<file path="src/include/mclk_pkg.sv">
// Constants for the master reference clock monitor and router.
// Assumes a 125 MHz core clock and a reference pin that is asynchronous to it.
package mclk_pkg;
	// ****************************************
	// Timing
	// ****************************************
	localparam int CORE_CLK_MHZ = 125;
	// Detection interval without a reference edge, in microseconds
	localparam int STUCK_TIME_US = 10;
	localparam int STUCK_CYCLES = STUCK_TIME_US * CORE_CLK_MHZ;
	localparam int STUCK_CNT_W = 12;
	// Reference edges needed before the reference is declared running
	localparam int MIN_EDGES = 4;
	localparam int EDGE_CNT_W = 3;
	// ****************************************
	// Reset values
	// ****************************************
	localparam logic [2:0] SYNC_RST = 3'h0;
	localparam logic [STUCK_CNT_W-1:0] STUCK_CNT_RST = 12'h000;
	localparam logic [EDGE_CNT_W-1:0] EDGE_CNT_RST = 3'h0;

	typedef enum logic [1:0] {
		REF_ABSENT,
		REF_RUNNING,
		REF_STUCK_LOW,
		REF_STUCK_HIGH
	} ref_state_t;
endpackage

</file>
<file path="src/rtl/mclk_monitor.sv">
// Master reference clock monitor: detects a running, stuck-low or stuck-high
// reference and routes it to the receive, transmit and host timing consumers.
// Assumes the reference pin is asynchronous to core_clk_i and far slower.
`timescale 1ns/100ps
module mclk_monitor #(
	parameter int STUCK_CYCLES = mclk_pkg::STUCK_CYCLES
) (
	input wire logic core_clk_i,
	input wire logic rstn_i,
	input wire logic mclk_i,
	input wire logic tclk_i,
	input wire logic recovered_clk_i,
	input wire logic los_i,
	input wire logic blue_alarm_i,
	input wire logic rx_positive_rail_i,
	input wire logic rx_negative_rail_i,
	output logic ref_present_o,
	output logic ref_stuck_low_o,
	output logic ref_stuck_high_o,
	output logic cdr_ref_clk_o,
	output logic cdr_enable_o,
	output logic ja_enable_o,
	output logic all_ones_tx_generator_clk_o,
	output logic wait_state_clk_o,
	output logic wait_state_enable_o,
	output logic rx_power_down_o,
	output logic rx_clk_o,
	output logic rx_clk_oe_o,
	output logic rx_positive_rail_o,
	output logic rx_positive_rail_oe_o,
	output logic rx_negative_rail_o,
	output logic rx_negative_rail_oe_o
);
	// ****************************************
	// Reset release
	// ****************************************
	logic [1:0] rst_sync_q;
	logic rst_n;

	always_ff @(posedge core_clk_i or negedge rstn_i) begin
		if (!rstn_i) begin
			rst_sync_q <= 2'h0;
		end else begin
			rst_sync_q <= {rst_sync_q[0], 1'b1};
		end
	end
	assign rst_n = rst_sync_q[1];

	// ****************************************
	// Reference synchroniser and edge detect
	// ****************************************
	logic [2:0] sync_q, sync_d;
	logic ref_level_q, ref_level_d;
	logic edge_seen;

	always_comb begin
		sync_d = {sync_q[1:0], mclk_i};
		ref_level_d = ref_level_q;
		if (sync_q[1] == sync_q[2]) begin
			ref_level_d = sync_q[2];
		end
	end
	assign edge_seen = (ref_level_d != ref_level_q);

	always_ff @(posedge core_clk_i or negedge rst_n) begin
		if (!rst_n) begin
			sync_q <= mclk_pkg::SYNC_RST;
			ref_level_q <= 1'b0;
		end else begin
			sync_q <= sync_d;
			ref_level_q <= ref_level_d;
		end
	end

	// ****************************************
	// Stuck detection
	// ****************************************
	localparam logic [mclk_pkg::STUCK_CNT_W-1:0] STUCK_LIMIT = mclk_pkg::STUCK_CNT_W'(STUCK_CYCLES - 1);
	localparam logic [mclk_pkg::EDGE_CNT_W-1:0] EDGE_LIMIT = mclk_pkg::EDGE_CNT_W'(mclk_pkg::MIN_EDGES - 1);
	logic [mclk_pkg::STUCK_CNT_W-1:0] idle_cnt_q, idle_cnt_d;
	logic [mclk_pkg::EDGE_CNT_W-1:0] edge_cnt_q, edge_cnt_d;
	mclk_pkg::ref_state_t state_q, state_d;

	always_comb begin
		idle_cnt_d = idle_cnt_q;
		edge_cnt_d = edge_cnt_q;
		state_d = state_q;
		if (edge_seen) begin
			idle_cnt_d = mclk_pkg::STUCK_CNT_RST;
			if (edge_cnt_q != EDGE_LIMIT) begin
				edge_cnt_d = edge_cnt_q + 1'b1;
			end
		end else if (idle_cnt_q != STUCK_LIMIT) begin
			idle_cnt_d = idle_cnt_q + 1'b1;
		end
		case (state_q)
			mclk_pkg::REF_ABSENT,
			mclk_pkg::REF_STUCK_LOW,
			mclk_pkg::REF_STUCK_HIGH: begin
				if (edge_seen && edge_cnt_q == EDGE_LIMIT) begin
					state_d = mclk_pkg::REF_RUNNING;
				end else if (!edge_seen && idle_cnt_q == STUCK_LIMIT) begin
					state_d = ref_level_q ? mclk_pkg::REF_STUCK_HIGH : mclk_pkg::REF_STUCK_LOW;
				end
			end
			mclk_pkg::REF_RUNNING: begin
				if (!edge_seen && idle_cnt_q == STUCK_LIMIT) begin
					state_d = ref_level_q ? mclk_pkg::REF_STUCK_HIGH : mclk_pkg::REF_STUCK_LOW;
					edge_cnt_d = mclk_pkg::EDGE_CNT_RST;
				end
			end
			default: begin
				state_d = mclk_pkg::REF_ABSENT;
			end
		endcase
	end

	always_ff @(posedge core_clk_i or negedge rst_n) begin
		if (!rst_n) begin
			idle_cnt_q <= mclk_pkg::STUCK_CNT_RST;
			edge_cnt_q <= mclk_pkg::EDGE_CNT_RST;
			state_q <= mclk_pkg::REF_ABSENT;
		end else begin
			idle_cnt_q <= idle_cnt_d;
			edge_cnt_q <= edge_cnt_d;
			state_q <= state_d;
		end
	end

	// ****************************************
	// Clock routing and receive outputs
	// ****************************************
	logic running;
	logic rx_clk_q, rx_clk_d;
	logic rx_pos_q, rx_pos_d;
	logic rx_neg_q, rx_neg_d;
	logic rx_oe_q, rx_oe_d;

	assign running = (state_q == mclk_pkg::REF_RUNNING);

	always_comb begin
		rx_oe_d = (state_q != mclk_pkg::REF_STUCK_LOW);
		// Loss of signal keeps the receive clock alive from the reference
		rx_clk_d = (los_i && running) ? ref_level_q : recovered_clk_i;
		if (!running) begin
			// Front end only: no recovered clock is available, data passes straight except when the reference is stuck low
			rx_clk_d = 1'b0;
		end
		rx_pos_d = rx_positive_rail_i;
		rx_neg_d = rx_negative_rail_i;
		if (!rx_oe_d) begin
			rx_clk_d = 1'b0;
			rx_pos_d = 1'b0;
			rx_neg_d = 1'b0;
		end
	end

	always_ff @(posedge core_clk_i or negedge rst_n) begin
		if (!rst_n) begin
			rx_clk_q <= 1'b0;
			rx_pos_q <= 1'b0;
			rx_neg_q <= 1'b0;
			rx_oe_q <= 1'b0;
		end else begin
			rx_clk_q <= rx_clk_d;
			rx_pos_q <= rx_pos_d;
			rx_neg_q <= rx_neg_d;
			rx_oe_q <= rx_oe_d;
		end
	end

	assign ref_present_o = running;
	assign ref_stuck_low_o = (state_q == mclk_pkg::REF_STUCK_LOW);
	assign ref_stuck_high_o = (state_q == mclk_pkg::REF_STUCK_HIGH);
	assign rx_power_down_o = ref_stuck_low_o;
	assign cdr_ref_clk_o = running & ref_level_q;
	assign cdr_enable_o = running;
	assign ja_enable_o = running;
	// Blue alarm timed from the reference; transmit clock otherwise
	assign all_ones_tx_generator_clk_o = blue_alarm_i ? (running & ref_level_q) : tclk_i;
	assign wait_state_clk_o = running & ref_level_q;
	assign wait_state_enable_o = running;
	assign rx_clk_o = rx_clk_q;
	assign rx_clk_oe_o = rx_oe_q;
	assign rx_positive_rail_o = rx_pos_q;
	assign rx_positive_rail_oe_o = rx_oe_q;
	assign rx_negative_rail_o = rx_neg_q;
	assign rx_negative_rail_oe_o = rx_oe_q;
endmodule // mclk_monitor

</file>
<file path="config.mk">
export PLATFORM = sky130hd
export DESIGN_NAME = mclk_monitor
export DESIGN_NICKNAME = d
export VERILOG_FILES = /design/src/include/mclk_pkg.sv /design/src/rtl/mclk_monitor.sv
export SDC_FILE = /design/constraint.sdc
export NUM_CORES = 1
export LEC_CHECK = 0
export BUFFER_PORTS_ARGS = -buffer_cell sky130_fd_sc_hd__buf_2
export CAP_MARGIN = 20
export CELL_PAD_IN_SITES_DETAIL_PLACEMENT = 0
export CELL_PAD_IN_SITES_GLOBAL_PLACEMENT = 1
export CORE_MARGIN = 2
export CORE_UTILIZATION = 41
export CTS_CLUSTER_SIZE = 10
export DETAILED_ROUTE_END_ITERATION = 7
export GPL_TIMING_DRIVEN = 0
export PLACE_DENSITY_LB_ADDON = 0.1
export SLEW_MARGIN = 20
export SYNTH_ARGS = -nofsm -noshare
export SYNTH_HDL_FRONTEND = slang
export SYNTH_SLANG_ARGS = --single-unit
</file>
<file path="constraint.sdc">
create_clock -name core_clk_i -period 1.7 [get_ports core_clk_i]
set_clock_uncertainty 0.15 [all_clocks]
set_input_delay 0.17 -clock core_clk_i [delete_from_list [all_inputs] [get_ports core_clk_i]]
set_output_delay 0.17 -clock core_clk_i [all_outputs]
set_load 0.02 [all_outputs]
</file>
* Yosys cells after proc, flatten, opt, wreduce, memory -nomap -nowiden
Index checks and enable logic that the tools add are counted.
** Storage, ports and cells
- Register bits :: 27
- Input bits :: 9
- Output and inout bits :: 16
- Logic and storage cells :: 47
** Cells by class
- $add $sub $neg :: 2
- Eq/ne operators :: 10
- Multiplexer cells :: 17
- Bitwise operators :: 1
- Reduce and logical (&&, ||, !) cells :: 7
** Operators by type and width (count)
- $mux 12 :: 2
- $add 12x1->12 const B :: 1
- $eq 12x11->1 const B :: 1
- $mux 3 :: 4
- $ne 12x11->1 const B :: 1
- $mux 1 :: 8
- $eq 2x2->1 const B :: 2
- $mux 2 :: 2
- $pmux 2 s2 :: 1
- $add 3x1->3 const B :: 1
- $eq 3x2->1 const B :: 1
- $logic_and 1x1->1 :: 3
- $ne 3x2->1 const B :: 1
- $reduce_or 3->1 :: 1
- $eq 2x1->1 const B :: 1
- $logic_not 2->1 :: 1
- $ne 2x2->1 const B :: 1
- $reduce_bool 2->1 :: 1
- $and 1x1->1 :: 1
- $eq 1x1->1 :: 1
- $logic_not 1->1 :: 1
- $ne 1x1->1 :: 1

* Depth between registers and ports, before layout
- Word-level depth :: 8
- Mapped depth :: 6
- Mapped depth without buffers :: 6

* Least setup slack after synthesis
No wires, ideal clock.
- Path kind :: register -> register
- From :: register state_q[0]
- To :: register edge_cnt_q[0] in the netlist's numbering
- Setup time :: 0.121 ns
- Data arrival time :: 1.601 ns
- Data required time :: 1.429 ns
- Path slack :: -0.172 ns
- Cell stages (with the launch flop) :: 5
- Buffers on the path :: 0
- Period minus slack after synthesis :: 1.872 ns
- Path through :: dfrtp_1 nor2b_1 nand4_1 mux2_4 a22o_1
** On the way
- Word-level cells in the longest chain between the ends :: 2
** Ends and longest elaborated chain
- from (decl) :: line mclk_monitor.sv:82 : mclk_pkg::ref_state_t state_q, state_d;
- from (signal assigned) :: line mclk_monitor.sv:122 : state_q <= mclk_pkg::REF_ABSENT;
- from (signal assigned) :: line mclk_monitor.sv:126 : state_q <= state_d;
- $eq 2x1->1
- net cdr_enable_o :: line mclk_monitor.sv:21 : output logic cdr_enable_o,
- $mux 3 :: line mclk_monitor.sv:96 : case (state_q)
- net edge_cnt_d, one bit :: line mclk_monitor.sv:81 : logic [mclk_pkg::EDGE_CNT_W-1:0] edge_cnt_q, edge_cnt_d;
- to (signal assigned) :: line mclk_monitor.sv:121 : edge_cnt_q <= mclk_pkg::EDGE_CNT_RST;
- to (signal assigned) :: line mclk_monitor.sv:125 : edge_cnt_q <= edge_cnt_d;
- to (decl) :: line mclk_monitor.sv:81
The timed path passes the listed nets, and every way through them passes these cells.
A chain may end at the register's enable or synchronous reset.

* Final worst setup path
- From :: register ref_level_q
- To :: register edge_cnt_q[0] in the netlist's numbering
** On the way
- Word-level cells in the longest chain between the ends :: 6
- Elaborated cells between the ends (all ways) :: 7
- Classes of those cells :: eq/ne (1); mux (4); reduce/logical (2)
** Ends and longest elaborated chain
- from (decl) :: line mclk_monitor.sv:53 : logic ref_level_q, ref_level_d;
- from (signal assigned) :: line mclk_monitor.sv:71 : ref_level_q <= ref_level_d;
- $mux 1 :: line mclk_monitor.sv:59 : if (sync_q[1] == sync_q[2]) begin
- $ne 1x1->1 * :: line mclk_monitor.sv:63 : assign edge_seen = (ref_level_d != ref_level_q);
- $logic_not 1->1 :: line mclk_monitor.sv:107 : if (!edge_seen && idle_cnt_q == STUCK_LIMIT) begin
- $logic_and 1x1->1 :: line mclk_monitor.sv:107
- $mux 3 :: line mclk_monitor.sv:107
- $mux 3 * :: line mclk_monitor.sv:96
- net edge_cnt_d, one bit :: line mclk_monitor.sv:81
The timed path passes the listed nets; every way through them passes the cells marked *.

==> impl_metrics.env <==
export IMPL_irDropWorstVdd_mv=0.5485
export IMPL_timing_rr_end="edge_cnt_q[0]"
export IMPL_leakage_nw=0.7718
export IMPL_grt_pass1_vias=924
export IMPL_synth_nets=130
export IMPL_syn_to_final_growth_pct=30.06
export IMPL_fp_row_count=20
export IMPL_finalWeightedCongestion=0.7939
export IMPL_clockBufferDepth=2
export IMPL_core_sq_um=2978
export IMPL_drtIter0Drc=14
export IMPL_grt_pass1_wl_um=3877
export IMPL_synth_edf_count=0
export IMPL_crit_fanout=6
export IMPL_cts_root_buf="clkbuf_4"
export IMPL_worst_setup_path_type="flip-flop to flip-flop"
export IMPL_critPathLaunchType="flip-flop"
export IMPL_slew_viol_final=0
export IMPL_grt_max_degree=26
export IMPL_drtPass1Iterations=4
export IMPL_fin_nets=173
export IMPL_ff_latch_area_sq_um=679.4
export IMPL_setup_viol=3
export IMPL_drc_errors=0
export IMPL_multi_input_area_sq_um=550.5
export IMPL_wl_per_cell_um=12.19
export IMPL_setup_ws_ns=-0.03784
export IMPL_portBuffers=24
export IMPL_clkPwrFrac_pct=18.5
export IMPL_seq_power_share_pct=56.1
export IMPL_die_area_sq_um=3535
export IMPL_cap_violations=0
export IMPL_min_path_type="flip-flop to async pin"
export IMPL_routed_wirelength_um=2353
export IMPL_io_pins=25
export IMPL_start_util_pct=42.35
export IMPL_clk_pin_slew_ns=0.14
export IMPL_yosysUniqueCellTypes=34
export IMPL_fin_crit_sh_pct=102.2
export IMPL_gr_total_overflow=0
export IMPL_dp_hpwl_um=1555
export IMPL_antenna_found_initial=0
export IMPL_worst_pin_slew_ns=0.5402
export IMPL_final_core_util_pct=55.08
export IMPL_ys_ff_latch=27
export IMPL_antenna_cells=0
export IMPL_avgSynthCellArea_sq_um=10.69
export IMPL_syn_area_sq_um=1261
export IMPL_synth_warnings=0
export IMPL_r2r_start="ref_level_q"
export IMPL_violations="negative setup slack"
export IMPL_async_flop_share_pct=100.0
export IMPL_setup_tns_ns=-0.06454
export IMPL_hold_violations=0
export IMPL_routed_via_density=4.922
export IMPL_drive_above_1_share_pct=34.38
export IMPL_synthCells=118
export IMPL_clk_latency_ns=0.31
export IMPL_die_w_um=59.46
export IMPL_p_sw_mw=0.4236
export IMPL_cts_tree="yes"
export IMPL_outcome="finished, violations left"
export IMPL_fin_crit_ns=1.738
export IMPL_fill_cells=275
export IMPL_via_count=950
export IMPL_p_int_mw=1.009
export IMPL_cp_end_kind="flip-flop"
export IMPL_clkSinkCount=27
export IMPL_r2r_slack_ns=-0.04
export IMPL_cts_htree_levels=1
export IMPL_max_freq_mhz=575.4
export IMPL_ys_seq_area_share_pct=53.57
export IMPL_reg2reg_depth=4
export IMPL_rsz0062_at_grt="true"
export IMPL_p_sw_share_pct=29.57
export IMPL_die_h_um=59.46
export IMPL_cts_inserted_buffers=3
export IMPL_power_frac_comb_pct=25.4
export IMPL_required_ns=1.76
export IMPL_ant_nets=0
export IMPL_grt_usage_pct=14.55
export IMPL_slew_headroom_pct=63.99
export IMPL_cp_arrival_ns=1.80
export IMPL_synth_flop_cell="dfrtp_1"
export IMPL_power_per_cell_area_nw_per_um2=873.4
-- cell usage in the layout (no fill, tap or decap), types with 2 or more instances in the layout --
| cell type | Yosys | routed |
|---|---|---|
| a21oi_1 | 4 | 4 |
| a22o_1 | 2 | 2 |
| and2_1 | 4 | 3 |
| buf_2 | 1 | 22 |
| buf_4 | 7 | 14 |
| clkbuf_4 | 0 | 4 |
| dfrtp_1 | 27 | 24 |
| dfrtp_2 | 0 | 3 |
| dlygate4sd3_1 | 0 | 7 |
| ha_1 | 3 | 3 |
| inv_1 | 5 | 5 |
| mux2_4 | 1 | 2 |
| nand2_1 | 5 | 5 |
| nand3_1 | 6 | 5 |
| nand4_1 | 2 | 2 |
| nor2_1 | 13 | 13 |
| nor2b_1 | 4 | 3 |
| nor3_1 | 5 | 4 |
| o21ai_0 | 3 | 3 |
| xnor2_1 | 7 | 7 |
| xor2_1 | 2 | 2 |
-- power groups by stage --
stage | clock network (mW) | logic (mW) | registers, mW
global placement | 0 | 0.270 | 0.825
floorplan | 0 | 0.215 | 0.809
CTS | 0.280 | 0.364 | 0.802
detailed placement | 0 | 0.280 | 0.830
global route | 0.303 | 0.415 | 0.818
finish | 0.265 | 0.363 | 0.804
-- worst max path at each step --
| stage | cells after the start | start | slack (ns) | end |
|---|---|---|---|---|
| 6_report | 4 | ref_level_q | -0.04 | edge_cnt_q[0] |
| 5_1_grt | 4 | state_q[0] | -0.08 | all_ones_tx_generator_clk_o |
| 4_1_cts | 5 | state_q[0] | -0.05 | rx_power_down_o |
| 3_5_place_dp | 4 | ref_level_q | -0.16 | edge_cnt_q[0] |
| 3_3_place_gp | 4 | ref_level_q | -0.12 | edge_cnt_q[0] |
| 2_1_floorplan | 4 | ref_level_q | -0.03 | edge_cnt_q[0] |
-- through the flow --
step	std cells	area, sq um	total power, mW	worst slack (ns)	hold slack (ns)
3_5_place_dp	175	1425	1.110	-0.1634	-0.1940
2_1_floorplan	118	1264	1.024	-0.02626	-0.2756
5_1_grt	193	1640	1.536	-0.07811	0.1586
3_3_place_gp	175	1425	1.095	-0.1244	-0.1953
4_1_cts	192	1613	1.447	-0.04562	0.2210
6_report	193	1640	1.433	-0.03784	0.1093
-- cells in the mapped netlist, drive strengths merged, types with 2 or more instances --
cell	n	area share, %
dfrtp	27	54
nor2	13	3.9
buf	8	4.6
xnor2	7	4.9
nand3	6	2.4
inv	5	1.5
nand2	5	1.5
nor3	5	2.0
a21oi	4	1.6
and2	4	2.0
nor2b	4	2.0
o21ai	4	1.9
ha	3	3.0
a22o	2	1.4
mux2	2	2.1
nand2b	2	0.99
nand4	2	0.99
xor2	2	1.4
-- area by class of cell --
cell class / count / area share (%)
plain buffers: 8 / 3.661
clock buffers: 4 / 1.602
inverters: 5 / 1.144
multi-input cells: 78 / 33.56
flip-flops and latches: 27 / 41.42
well taps: 33 / 2.517
repair buffers: 38 / 16.09
-- metal layers --
metal / part of all wire [%] / track usage [%] / wire length [um]
met3: 3.6 / 1.965 / 84
met5: 0 / 0 / 0
met1: 46 / 17.39 / 1077
met4: 1.4 / 5.844 / 34
met2: 49 / 26.06 / 1155
-- worst max-delay path: stages (launching register included) --
cell     delay [ns]
dfrtp_2        0.46
or3b_4         0.41
o21ai_4        0.08
mux2_4         0.32
a22o_1         0.21
-- what timing repair did --
action / 4_1_cts / 5_1_grt
resized for setup: 9 / 5
cloned: 0 / 0
setup endpoints to repair: 18 / 7
pin swaps: 1 / 1
hold endpoints to repair: 6 / 0
buffers inserted: 6 / 1
hold buffers: 7 / 0
-- state kept, by name, summed over array words and instances (netlist names) --
register,cells
edge_cnt_q,3
idle_cnt_q,12
ref_level_q,1
rst_sync_q,2
rx_clk_o,1
rx_clk_oe_o,1
rx_negative_rail_o,1
rx_positive_rail_o,1
state_q,2
sync_q,3
-- kinds of logic after synthesis --
family	count (synthesis)	synth area share (%)
simple gates	48	20.24
flops	27	53.57
compound gates	14	7.739
buf+inv	13	6.051
xor+xnor	9	6.250
fa+ha+maj	3	2.977
mux	3	2.877
other cells	1	0.2973
Note: power is estimated with default switching activity, not from simulation.
